## config.mk

```make
export PLATFORM = sky130hd
export DESIGN_NAME = rxsb_top
export DESIGN_NICKNAME = d
export VERILOG_FILES = /design/src/rtl/rxsb_pkg.sv /design/src/rtl/rxsb_ram.sv /design/src/rtl/rxsb_top.sv
export VERILOG_INCLUDE_DIRS = /design/src /design/src/rtl
export SDC_FILE = /design/constraint.sdc
export NUM_CORES = 1
export LEC_CHECK = 0
export BUFFER_PORTS_ARGS = -buffer_cell sky130_fd_sc_hd__buf_2
export CAP_MARGIN = 20
export CORE_ASPECT_RATIO = 0.75
export CORE_MARGIN = 2
export CORE_UTILIZATION = 25
export CTS_BUF_LIST = sky130_fd_sc_hd__clkbuf_2
export DETAILED_ROUTE_END_ITERATION = 10
export PLACE_DENSITY = 0.39
export SLEW_MARGIN = 20
export SYNTH_ARGS = -nofsm -noshare
export SYNTH_HDL_FRONTEND = slang
export SYNTH_SLANG_ARGS = --single-unit
```

## constraint.sdc

```tcl
create_clock -name hclk -period 3.8 [get_ports hclk]
set_input_delay 0.38 -clock hclk [delete_from_list [all_inputs] [get_ports hclk]]
set_output_delay 0.38 -clock hclk [all_outputs]
set_load 0.05 [all_outputs]
```

## src/rtl/rxsb_defs.svh

```systemverilog
`ifndef RXSB_DEFS_SVH
`define RXSB_DEFS_SVH

// register indices; byte address is four times the index
`define RXSB_IDX_CFG        8'hD2
`define RXSB_IDX_STATUS     8'hD3
`define RXSB_IDX_CTRL       8'hD4
`define RXSB_IDX_DATA       8'hD5
`define RXSB_IDX_FLAGS0     8'hD6
`define RXSB_IDX_FLAGS1     8'hD7
`define RXSB_IDX_FLAGS2     8'hD8
`define RXSB_IDX_FLAGS3     8'hD9
`define RXSB_IDX_MASK       8'hDA

// configuration fields
`define RXSB_CFG_FREEZE     3
`define RXSB_CFG_DEBOUNCE   2
`define RXSB_CFG_IRQEN      1
// status and control fields
`define RXSB_STAT_BUSY      0
`define RXSB_CTRL_DIR       7
// extract-enable bit of an indirect byte
`define RXSB_IND_EN         4

// reset values
`define RXSB_CFG_RST        3'h0
`define RXSB_CTRL_RST       8'h00
`define RXSB_DATA_RST       8'h00
`define RXSB_FLAGS_RST      30'h00000000
`define RXSB_MASK_RST       30'h3FFFFFFF

// timeslots that carry no signaling
`define RXSB_TS_FRAME       5'h00
`define RXSB_TS_MFRAME      5'h10

`endif

```

## src/rtl/rxsb_pkg.sv

```systemverilog
package rxsb_pkg;

  // one received signaling codeword
  typedef struct packed {
    logic [4:0] ts;
    logic [3:0] abcd;
  } rxsb_sig_s;

  // per-timeslot storage word
  typedef struct packed {
    logic       en;
    logic [3:0] prev;
    logic [3:0] abcd;
  } rxsb_slot_s;

  typedef enum logic [1:0] {
    ST_IDLE,
    ST_SIG,
    ST_HOST
  } rxsb_state_e;

endpackage

```

## src/rtl/rxsb_ram.sv

```systemverilog
`timescale 1ns/1ps

module rxsb_ram
  import rxsb_pkg::*;
(
  input  wire logic       hclk,
  input  wire logic       hresetn,
  input  wire logic [4:0] addr,
  input  wire logic       we,
  input  wire rxsb_slot_s wdata,
  output rxsb_slot_s      rdata
);

  rxsb_slot_s mem [32];

  // reset clears every slot so stored nibbles and enables start at zero
  always_ff @(posedge hclk or negedge hresetn) begin
    if (!hresetn) begin
      for (int i = 0; i < 32; i++) begin
        mem[i] <= '0;
      end
      rdata <= '0;
    end else begin
      rdata <= mem[addr];
      if (we) begin
        mem[addr] <= wdata;
      end
    end
  end

endmodule

```

## src/rtl/rxsb_top.sv

```systemverilog
`timescale 1ns/1ps
`include "rxsb_defs.svh"

module rxsb_top
  import rxsb_pkg::*;
(
  input  wire logic        hclk,
  input  wire logic        hresetn,
  input  wire logic        hsel,
  input  wire logic [31:0] haddr,
  input  wire logic [1:0]  htrans,
  input  wire logic        hwrite,
  input  wire logic [2:0]  hsize,
  input  wire logic [31:0] hwdata,
  input  wire logic        hready,
  output logic      [31:0] hrdata,
  output logic             hreadyout,
  output logic             hresp,
  input  wire logic        sig_valid,
  input  wire rxsb_sig_s   sig_in,
  input  wire logic        mf_sync,
  output logic             irq
);

  ////////////////////////////////////////////////////////////////////////////
  // ahb-lite address phase capture

  logic       ap_valid;
  logic       ap_write;
  logic [7:0] ap_idx;
  logic       ap_low;
  logic       rd_wait;

  wire addr_ok = hsel & htrans[1] & hready;

  always_ff @(posedge hclk or negedge hresetn) begin
    if (!hresetn) begin
      ap_valid <= 1'b0;
      ap_write <= 1'b0;
      ap_idx   <= 8'h00;
      ap_low   <= 1'b0;
    end else if (hready) begin
      ap_valid <= addr_ok;
      ap_write <= hwrite;
      ap_idx   <= haddr[9:2];
      ap_low   <= (haddr[31:10] == 22'h000000);
    end
  end

  // reads take one wait state so that hrdata sees writes of the previous transfer
  wire rd_start = ap_valid & ~ap_write & ~rd_wait;
  wire wr_en    = ap_valid & ap_write & ap_low;

  always_ff @(posedge hclk or negedge hresetn) begin
    if (!hresetn) begin
      rd_wait <= 1'b0;
    end else begin
      rd_wait <= rd_start;
    end
  end

  assign hreadyout = ~rd_start;
  assign hresp     = 1'b0;

  wire sel_cfg   = wr_en & (ap_idx == `RXSB_IDX_CFG);
  wire sel_ctrl  = wr_en & (ap_idx == `RXSB_IDX_CTRL);
  wire sel_data  = wr_en & (ap_idx == `RXSB_IDX_DATA);
  wire sel_f0    = wr_en & (ap_idx == `RXSB_IDX_FLAGS0);
  wire sel_f1    = wr_en & (ap_idx == `RXSB_IDX_FLAGS1);
  wire sel_f2    = wr_en & (ap_idx == `RXSB_IDX_FLAGS2);
  wire sel_f3    = wr_en & (ap_idx == `RXSB_IDX_FLAGS3);
  wire sel_mask  = wr_en & (ap_idx == `RXSB_IDX_MASK);

  ////////////////////////////////////////////////////////////////////////////
  // direct registers

  logic [2:0]  cfg;
  logic [7:0]  ctrl;
  logic [7:0]  data;
  logic        busy;
  logic [29:0] flags;
  logic [29:0] mask;

  wire freeze               = cfg[`RXSB_CFG_FREEZE - 1];
  wire debounce_enable      = cfg[`RXSB_CFG_DEBOUNCE - 1];
  wire signaling_irq_enable = cfg[`RXSB_CFG_IRQEN - 1];

  always_ff @(posedge hclk or negedge hresetn) begin
    if (!hresetn) begin
      cfg  <= `RXSB_CFG_RST;
      mask <= `RXSB_MASK_RST;
    end else begin
      if (sel_cfg) begin
        cfg <= hwdata[`RXSB_CFG_FREEZE:`RXSB_CFG_IRQEN];
      end
      if (sel_mask) begin
        mask <= hwdata[29:0];
      end
    end
  end

  ////////////////////////////////////////////////////////////////////////////
  // signaling capture

  rxsb_sig_s sig_hold;
  logic      sig_pend;
  rxsb_sig_s cur_sig;
  logic [4:0] cur_ts;

  // codewords of slot 0 and 16 carry no signaling; out of sync nothing is taken
  wire sig_take_in = sig_valid & mf_sync & (sig_in.ts != `RXSB_TS_FRAME)
                     & (sig_in.ts != `RXSB_TS_MFRAME);

  rxsb_state_e state;
  rxsb_state_e next_state;

  wire take_sig  = (state == ST_IDLE) & sig_pend;
  wire take_host = (state == ST_IDLE) & ~sig_pend & busy;

  always_ff @(posedge hclk or negedge hresetn) begin
    if (!hresetn) begin
      sig_hold <= '0;
      sig_pend <= 1'b0;
    end else if (sig_take_in) begin
      sig_hold <= sig_in;
      sig_pend <= 1'b1;
    end else if (take_sig) begin
      sig_pend <= 1'b0;
    end
  end

  ////////////////////////////////////////////////////////////////////////////
  // slot memory and arbitration

  rxsb_slot_s slot;
  rxsb_slot_s next_slot;
  logic [4:0] mem_addr;
  logic       mem_we;

  // host address fits a slot: 01h-0Fh or 11h-1Fh
  wire host_ok = (ctrl[6:5] == 2'b00) & (ctrl[4:0] != `RXSB_TS_FRAME)
                 & (ctrl[4:0] != `RXSB_TS_MFRAME);
  wire host_rd = ctrl[`RXSB_CTRL_DIR];

  assign mem_addr = (state != ST_IDLE) ? cur_ts : (sig_pend ? sig_hold.ts : ctrl[4:0]);

  rxsb_ram u_ram (
    .hclk    (hclk),
    .hresetn (hresetn),
    .addr    (mem_addr),
    .we      (mem_we),
    .wdata   (next_slot),
    .rdata   (slot)
  );

  // freeze blocks both the stored and the de-bounce history
  wire upd_ok  = slot.en & ~freeze;
  wire cand_ok = ~debounce_enable | (cur_sig.abcd == slot.prev);
  wire sig_upd = upd_ok & cand_ok;
  wire cos     = (state == ST_SIG) & sig_upd & (cur_sig.abcd != slot.abcd);

  always_comb begin
    next_slot = slot;
    mem_we    = 1'b0;
    case (state)
      ST_SIG: begin
        mem_we = 1'b1;
        if (upd_ok) begin
          next_slot.prev = cur_sig.abcd;
        end
        if (sig_upd) begin
          next_slot.abcd = cur_sig.abcd;
        end
      end
      ST_HOST: begin
        // signaling bits are read-only; only the enable is written
        mem_we       = ~host_rd & host_ok;
        next_slot.en = data[`RXSB_IND_EN];
      end
      default: begin
        mem_we = 1'b0;
      end
    endcase
  end

  always_comb begin
    next_state = state;
    case (state)
      ST_IDLE: begin
        if (take_sig) begin
          next_state = ST_SIG;
        end else if (take_host) begin
          next_state = ST_HOST;
        end
      end
      ST_SIG:  next_state = ST_IDLE;
      ST_HOST: next_state = ST_IDLE;
      default: next_state = ST_IDLE;
    endcase
  end

  always_ff @(posedge hclk or negedge hresetn) begin
    if (!hresetn) begin
      state   <= ST_IDLE;
      cur_sig <= '0;
      cur_ts  <= 5'h00;
    end else begin
      state <= next_state;
      if (take_sig) begin
        cur_sig <= sig_hold;
        cur_ts  <= sig_hold.ts;
      end else if (take_host) begin
        cur_ts <= ctrl[4:0];
      end
    end
  end

  ////////////////////////////////////////////////////////////////////////////
  // indirect access registers

  wire host_done = (state == ST_HOST);

  always_ff @(posedge hclk or negedge hresetn) begin
    if (!hresetn) begin
      ctrl <= `RXSB_CTRL_RST;
      busy <= 1'b0;
    end else if (sel_ctrl & ~busy) begin
      // a new operation while busy is dropped to keep the pending one intact
      ctrl <= hwdata[7:0];
      busy <= 1'b1;
    end else if (host_done) begin
      busy <= 1'b0;
    end
  end

  always_ff @(posedge hclk or negedge hresetn) begin
    if (!hresetn) begin
      data <= `RXSB_DATA_RST;
    end else if (host_done & host_rd) begin
      data <= host_ok ? {3'h0, slot.en, slot.abcd} : 8'h00;
    end else if (sel_data) begin
      data <= hwdata[7:0];
    end
  end

  ////////////////////////////////////////////////////////////////////////////
  // change-of-state flags and interrupt

  // timeslot 16 is skipped, so slots above it sit one bit lower
  wire [4:0]  cos_bit  = cur_ts - (cur_ts[4] ? 5'h02 : 5'h01);
  wire [29:0] set_mask = {29'h0, cos} << cos_bit;
  wire [29:0] clr_mask = {sel_f3 ? hwdata[5:0] : 6'h00,
                          sel_f2 ? hwdata[7:0] : 8'h00,
                          sel_f1 ? hwdata[7:0] : 8'h00,
                          sel_f0 ? hwdata[7:0] : 8'h00};
  // a change in the clearing cycle is kept
  wire [29:0] next_flags = (flags & ~clr_mask) | set_mask;
  wire        next_irq   = signaling_irq_enable & |(flags & mask);

  always_ff @(posedge hclk or negedge hresetn) begin
    if (!hresetn) begin
      flags <= `RXSB_FLAGS_RST;
      irq   <= 1'b0;
    end else begin
      flags <= next_flags;
      irq   <= next_irq;
    end
  end

  ////////////////////////////////////////////////////////////////////////////
  // read mux

  wire rd_hit = ap_low;
  wire [31:0] rd_mux =
      !rd_hit                          ? 32'h00000000 :
      (ap_idx == `RXSB_IDX_CFG)        ? {28'h0, cfg, 1'b0} :
      (ap_idx == `RXSB_IDX_STATUS)     ? {31'h0, busy} :
      (ap_idx == `RXSB_IDX_CTRL)       ? {24'h0, ctrl} :
      (ap_idx == `RXSB_IDX_DATA)       ? {24'h0, data} :
      (ap_idx == `RXSB_IDX_FLAGS0)     ? {24'h0, flags[7:0]} :
      (ap_idx == `RXSB_IDX_FLAGS1)     ? {24'h0, flags[15:8]} :
      (ap_idx == `RXSB_IDX_FLAGS2)     ? {24'h0, flags[23:16]} :
      (ap_idx == `RXSB_IDX_FLAGS3)     ? {26'h0, flags[29:24]} :
      (ap_idx == `RXSB_IDX_MASK)       ? {2'h0, mask} :
                                         32'h00000000;

  always_ff @(posedge hclk or negedge hresetn) begin
    if (!hresetn) begin
      hrdata <= 32'h00000000;
    end else if (rd_start) begin
      hrdata <= rd_mux;
    end
  end

endmodule

```

==> reports/qor.yml, run 1 <==
outcome:
  status: "completed"
cts:
  cts_sinks: 441
  path_clk_slew_ns: 0.10
  h-tree-depth: 3
  clockBufferDepth: 3
  cts_made_buffers: 119
  post-cts-setup-buffers: 0
  insertion_delay_ns: 1.21
  cts_tree: "yes"
  cts-root-buf: "clkbuf_2"
sta:
  setup_tns_ns: 0
  period_share_pct: 92.84
  slew_headroom_pct: 25.90
  fin_worst_skew_ns: 0.1302
  fmax_mhz: 283.4
  worst_pin_slew_ns: 1.103
  setup_ws_ns: 0.2720
  setup_viol: 0
  slew_violations: 0
  hold_violations: 0
  rsz0062_at_grt: "false"
  hold_ws_ns: 0.2061
  fin_crit_ns: 3.528
logic_synthesis:
  ys_warn_count: 0
  synthArstFlopShare_pct: 100.0
  yosys_register_bits: 441
  syn_inst: 2178
  seq_area_frac_synth_pct: 52.53
  synth_edf_count: 0
  synthFlopType: "dfrtp_1"
  netlist_area_um2: 21080
  yosysUniqueCellTypes: 68
  postSynthAreaPerCell_um2: 9.679
power:
  finalPower_mw: 17.81
  powerDensity_nw_per_um2: 697.9
  leakagePower_nw: 10.91
  irDropWorstVdd_mv: 0.4199
layout:
  instances_no_fill: 3658
  final_cell_mix: "411 x dfrtp_1, 410 x nand2_1, 181 x clkbuf_2, 158 x o21ai_0, 136 x dlygate4sd3_1"
  area_growth_pct: 21.06
  nets: 2522
  regArea_um2: 11070
  multiInputGateArea_um2: 9210
  final.fill_count: 8881
  layout-drive-gt1-share_pct: 21.12
  final_common_cell: "dfrtp_1"
floorplan:
  chipWidth_um: 339.3
  core.rowCount: 92
  die-area_um2: 86680
  io_pins: 120
  core-area_um2: 83800
  die_y_um: 255.5
  start_util_pct: 25.16
global_route:
  grt_pass1_vias: 17817
  grt_first_pass_wirelength_um: 114800
  gr-total-overflow: 0
  grt_antenna_before_repair: 3
  track_usage_pct: 17.32
  grt_max_degree: 84
place:
  dp_cells: 3301
  preCtsSetupSlack_ns: 0.3011
  gp_congestion: 0.8517
  hpwl_um: 48750
  port_buffers: 108
drt:
  route.vias.total: 17928
  routedWlPerCell_um: 20.60
  via_per_inst: 4.901
  drcViolationCount: 0
  ant_nets: 0
  wirelength_um: 75350
  dr.pass1.iters: 5
  drt-initial-drc-count: 1400
critical_path:
  r2r-start: "sig_pend"
  crit_path_max_fanout: 17
  crit_arrival_ns: 4.49
  start_kind: "register"
  reg2reg_to: "u_ram.rdata[4]"
  reg2reg_depth: 7
  crit_path_end_kind: "register"
  path_class: "register to register"
  worstPathRequired_ns: 4.76
  reg2reg_slack_ns: 0.27
worst_hold_path:
  hold_depth: 3
  hp-class: "input port to register"
  hold_end: "ap_idx[0]"
  min-delay-start: "hready"
flow_run:
  cap_violations: 0
-- report_power, final --
| group | internal [mW] | switching, mW |
|---|---|---|
| combinational | 2.42 | 4.70 |
| sequential | 6.11 | 1.12 |
| clock | 1.34 | 2.13 |
-- synthesized netlist by cell type (all sizes together) (24+ instances only) --
cell | n | area share [%]
clkbuf | 115 | 2.0
nand3 | 105 | 2.5
a22o | 53 | 2.2
dfrtp | 411 | 49
buf | 81 | 2.5
nand2 | 419 | 7.6
nor2b | 36 | 1.1
or4 | 29 | 1.1
mux2i | 41 | 1.9
nor2 | 103 | 1.9
o21ai | 255 | 6.4
dfstp | 30 | 3.7
a221oi | 31 | 1.3
a21oi | 120 | 2.9
a22oi | 53 | 1.9
nand4 | 24 | 0.71
mux2 | 64 | 3.4
-- cells by family (layout without fill, tap and decap cells) --
family | count (synthesis) | count (layout) | synth area share, %
AO/OA/AOI/OAI | 611 | 611 | 18.60
XOR/XNOR | 12 | 12 | 0.4986
adder cells (fa/ha/maj) | 6 | 6 | 0.3917
buffers and inverters | 210 | 558 | 4.802
flip-flops | 441 | 441 | 52.53
multiplexers | 106 | 106 | 5.490
other | 1 | 5 | 0.01779
AND/OR/NAND/NOR | 791 | 791 | 17.68
-- per-layer routing --
metal | track usage [%] | wire [µm] | up-vias
met5 | 0 | 0 | -
met4 | 4.646 | 1405 | 0
met3 | 3.668 | 4761 | 113
met2 | 24.27 | 31430 | 545
met1 | 26.56 | 37750 | 8894
li1 | - | - | 8376
-- how the worst max path moves through the flow --
stage / startpoint / endpoint / slack [ns]
floorplan: state[0] / u_ram.mem[96] / 1.19
global placement: sig_pend / u_ram.rdata[7] / 0.31
detailed placement: sig_pend / u_ram.mem[17] / 0.30
CTS: sig_pend / u_ram.rdata[4] / 0.25
global route: sig_pend / u_ram.mem[20] / 0.007
finish: sig_pend / u_ram.rdata[4] / 0.27
-- sequential cells by signal (all words and copies together) (netlist names), 2 cells and up --
register	cells
u_ram.mem	288
flags	30
hrdata	30
mask	30
sig_hold	9
u_ram.rdata	9
ap_idx	8
ctrl	8
data	8
cur_ts	5
cur_sig	4
cfg	3
state	2
-- what timing repair did --
| action | 4_1_cts | 5_1_grt |
|---|---|---|
| resized for setup | 0 | 1 |
| setup endpoints to repair | 0 | 2 |
| hold buffers | 137 | 0 |
| hold endpoints to repair | 500 | 0 |
-- worst max-delay path, stage by stage, from the launching register on --
cell	delay (ns)
dfrtp_1	0.79
mux2i_4	0.52
nand2_2	0.36
buf_4	0.34
a221oi_1	0.29
a211o_1	0.18
nand4_1	0.32
or3_1	0.51
-- metrics by stage --
stage                     area (µm²)  utilization, %
after floorplan                21090               -
final                          25520           30.45
after detailed placement       23040           27.49
after global routing           25520           30.45
after global placement         23040           27.49
after CTS                      25510           30.44
-- final cells by class --
type / count / share of cell area, %
clock inverters: 37 / 0.6913
diodes: 2 / 0.01961
flip-flops and latches: 441 / 43.39
inverters: 14 / 0.2059
multi-input cells: 1529 / 36.09
clock buffers: 181 / 3.550
repair buffers: 326 / 10.52
well taps: 1128 / 5.530
Note: power is estimated with default switching activity, not from simulation.
==> run 2: changes to the inputs <==
CELL_PAD_IN_SITES_DETAIL_PLACEMENT = 0   (was unset)
CELL_PAD_IN_SITES_GLOBAL_PLACEMENT = 1   (was unset)
PLACE_DENSITY = 0.47   (was 0.39)
==> run 2 against run 1 <==
Sequential share of layout area shrank 0.42 points. Combinational power grew 5.8%. Fmax grew 2.4%. Worst hold slack lost 0.021 ns. Sequential power is essentially flat. Highest routed layer unchanged. Critical path depth grew 2. Routed wire length grew 4.1%. Design area grew 0.97%. Non-clock buffer count grew 38. Die area is the same. Sequential cell count is the same.
==> reports/qor.yml, run 2 (synthesized netlist as in run 1, its figures left out) <==
layout:
  finish.utilization_pct: 30.75  # +0.30 points
  nets: 2562  # +1.6%
  area_growth_pct: 22.23
  final.fill_count: 8854  # -0.30%
  final_cell_mix: "411 x dfrtp_1, 410 x nand2_1, 194 x clkbuf_2, 158 x o21ai_0, 129 x dlygate4sd3_1"
  layout-drive-gt1-share_pct: 23.00  # +1.9 points
  largest_reg_flops: 288  # unchanged
  final_common_cell: "dfrtp_1"
  stdcell_area_um2: 25770  # +0.97%
  top_register: "u_ram.mem"
sta:
  rsz0062_at_grt: "false"
  fmax_mhz: 290.4  # +2.4%
  fin_crit_ns: 3.444  # -0.08419 ns
  period_share_pct: 90.63  # -2.2 points
  worst_pin_slew_ns: 0.9883  # -0.1147 ns
  fin_worst_skew_ns: 0.1185  # -0.01171 ns
  hold_violations: 0  # unchanged
  setup_viol: 0  # unchanged
  setup_tns_ns: 0  # unchanged
  slew_headroom_pct: 33.61  # +7.7 points
  slew_violations: 0  # unchanged
cts:
  h-tree-depth: 3  # unchanged
  post-cts-setup-buffers: 0  # unchanged
  cts-root-buf: "clkbuf_2"
  cts_made_buffers: 121  # +1.7%
  path_clk_slew_ns: 0.12  # +0.02 ns
  cts_tree: "yes"
  cts_sinks: 441  # unchanged
  clockBufferDepth: 3  # unchanged
  insertion_delay_ns: 1.23  # +0.02 ns
drt:
  wirelength_um: 78400  # +4.1%
  drcViolationCount: 0  # unchanged
  via_per_inst: 4.890  # -0.22%
  routedWlPerCell_um: 21.23  # +3.1%
  dr.pass1.iters: 5  # unchanged
  ant_nets: 0  # unchanged
  route.vias.total: 18060  # +0.74%
  drt-initial-drc-count: 1288  # -8.0%
critical_path:
  critical-path-slowest-cell: "or4_1"
  cp-endpoint: "u_ram.mem[183]"
  crit_path_max_fanout: 28  # +11
  reg2reg_slack_ns: 0.36  # +0.08 ns
  crit_start: "state[0]"
  worstPathRequired_ns: 4.81  # +0.05 ns
  max_stage_delay_ns: 0.95  # +0.16 ns
  reg2reg_to: "u_ram.mem[183]"
  start_kind: "register"
  worstPathCellList: "inv_1, ha_4, nor2_1, a21oi_1, buf_4, nand3_1, or4_1, nand2_1, o21ai_0"
  crit_arrival_ns: 4.46  # -0.03 ns
  r2r-start: "state[0]"
  path_class: "register to register"
  reg2reg_depth: 9  # +2
  crit_path_end_kind: "register"
floorplan:
  core.rowCount: 92  # unchanged
  die-area_um2: 86680  # unchanged
  core-area_um2: 83800  # unchanged
  io_pins: 120  # unchanged
  start_util_pct: 25.16  # unchanged
  chipWidth_um: 339.3  # unchanged
  die_y_um: 255.5  # unchanged
place:
  dpl-instance-area_um2: 23390  # +1.5%
  port_buffers: 108  # unchanged
  gp_congestion: 0.8385  # -1.5%
  hpwl_um: 50780  # +4.2%
global_route:
  grt_first_pass_wirelength_um: 117900  # +2.7%
  grt_antenna_before_repair: 3  # unchanged
  track_usage_pct: 17.94  # +0.62 points
  gr-total-overflow: 0  # unchanged
  grt_max_degree: 92  # +9.5%
  grt_pass1_vias: 17891  # +0.42%
power:
  leakagePower_nw: 11.10  # +1.8%
  irDropWorstVdd_mv: 0.3135  # -25%
  powerDensity_nw_per_um2: 707.1  # +1.3%
  finalPower_mw: 18.22  # +2.3%
worst_hold_path:
  hp-class: "input port to register"
flow_run:
  cap_violations: 0  # unchanged
outcome:
  status: "completed"
-- run 2: cell count changes in the layout (fill, tap and decap cells not counted), moves of 2 or more --
cell / previous run / this run
clkbuf_2: 181 / 194
clkinv_1: 31 / 16
dlygate4sd3_1: 136 / 129
diode_2: 2 / 4
buf_4: 70 / 114
-- run 2: power breakdown --
part	total, mW	internal, mW	switching, mW
logic	7.53	2.60	4.93
registers	7.21	6.11	1.10
clock network	3.49	1.32	2.17
total	18.2	10.0	8.19
-- run 2: worst min-delay path by stage --
| stage | from | end | cells past startpoint | slack [ns] |
|---|---|---|---|---|
| after floorplan | hresetn | ap_idx[0] | 0 | 0.08 |
| after global placement | u_ram.mem[183] | u_ram.mem[183] | 2 | 0.46 |
| after detailed placement | u_ram.mem[130] | u_ram.mem[130] | 2 | 0.47 |
| after CTS | hwdata[2] | flags[18] | 5 | 0.005 |
| after global routing | hwdata[3] | flags[19] | 4 | 0.07 |
| final | hwdata[2] | flags[26] | 4 | 0.18 |
-- run 2: worst max-delay path, delay by kind of cell, from the launching register on --
kind / cells / cell delay [ns]
simple gates: 4 / 1.65
flops: 1 / 0.43
fa+ha+maj: 1 / 0.42
compound gates: 2 / 0.38
buf+inv: 2 / 0.36
-- run 2: final cells by class --
type	instances	area, µm²	share of cell area (%)
Antenna cell	4	10.01	0.03885
Clock buffer	194	970.9	3.768
Clock inverter	19	72.57	0.2816
Inverter	14	52.55	0.2039
Multi-Input combinational cell	1529	9211	35.75
Sequential cell	441	11070	42.97
Tap cell	1128	1411	5.477
Timing Repair Buffer	364	2965	11.51
-- run 2: metrics by stage --
stage	cells	hold WS, ns	worst slack (ns)
after floorplan	2180	0.08441	1.186
after global placement	3346	0.4555	0.3484
after detailed placement	3346	0.4663	0.3486
after CTS	3689	0.005283	0.3074
after global routing	3691	0.06995	0.1129
final	3693	0.1848	0.3562
-- run 2: metal layers --
layer,track usage (%),up-vias,part of all wire (%)
met5,0,-,0
met4,5.224,0,2.3
met3,4.368,132,6.3
met2,23.87,475,40
met1,28.02,8986,52
li1,-,8467,-
-- run 2: timing repair --
action                    CTS  global route
resized for setup           0             0
hold endpoints to repair  519             0
hold buffers              130             0
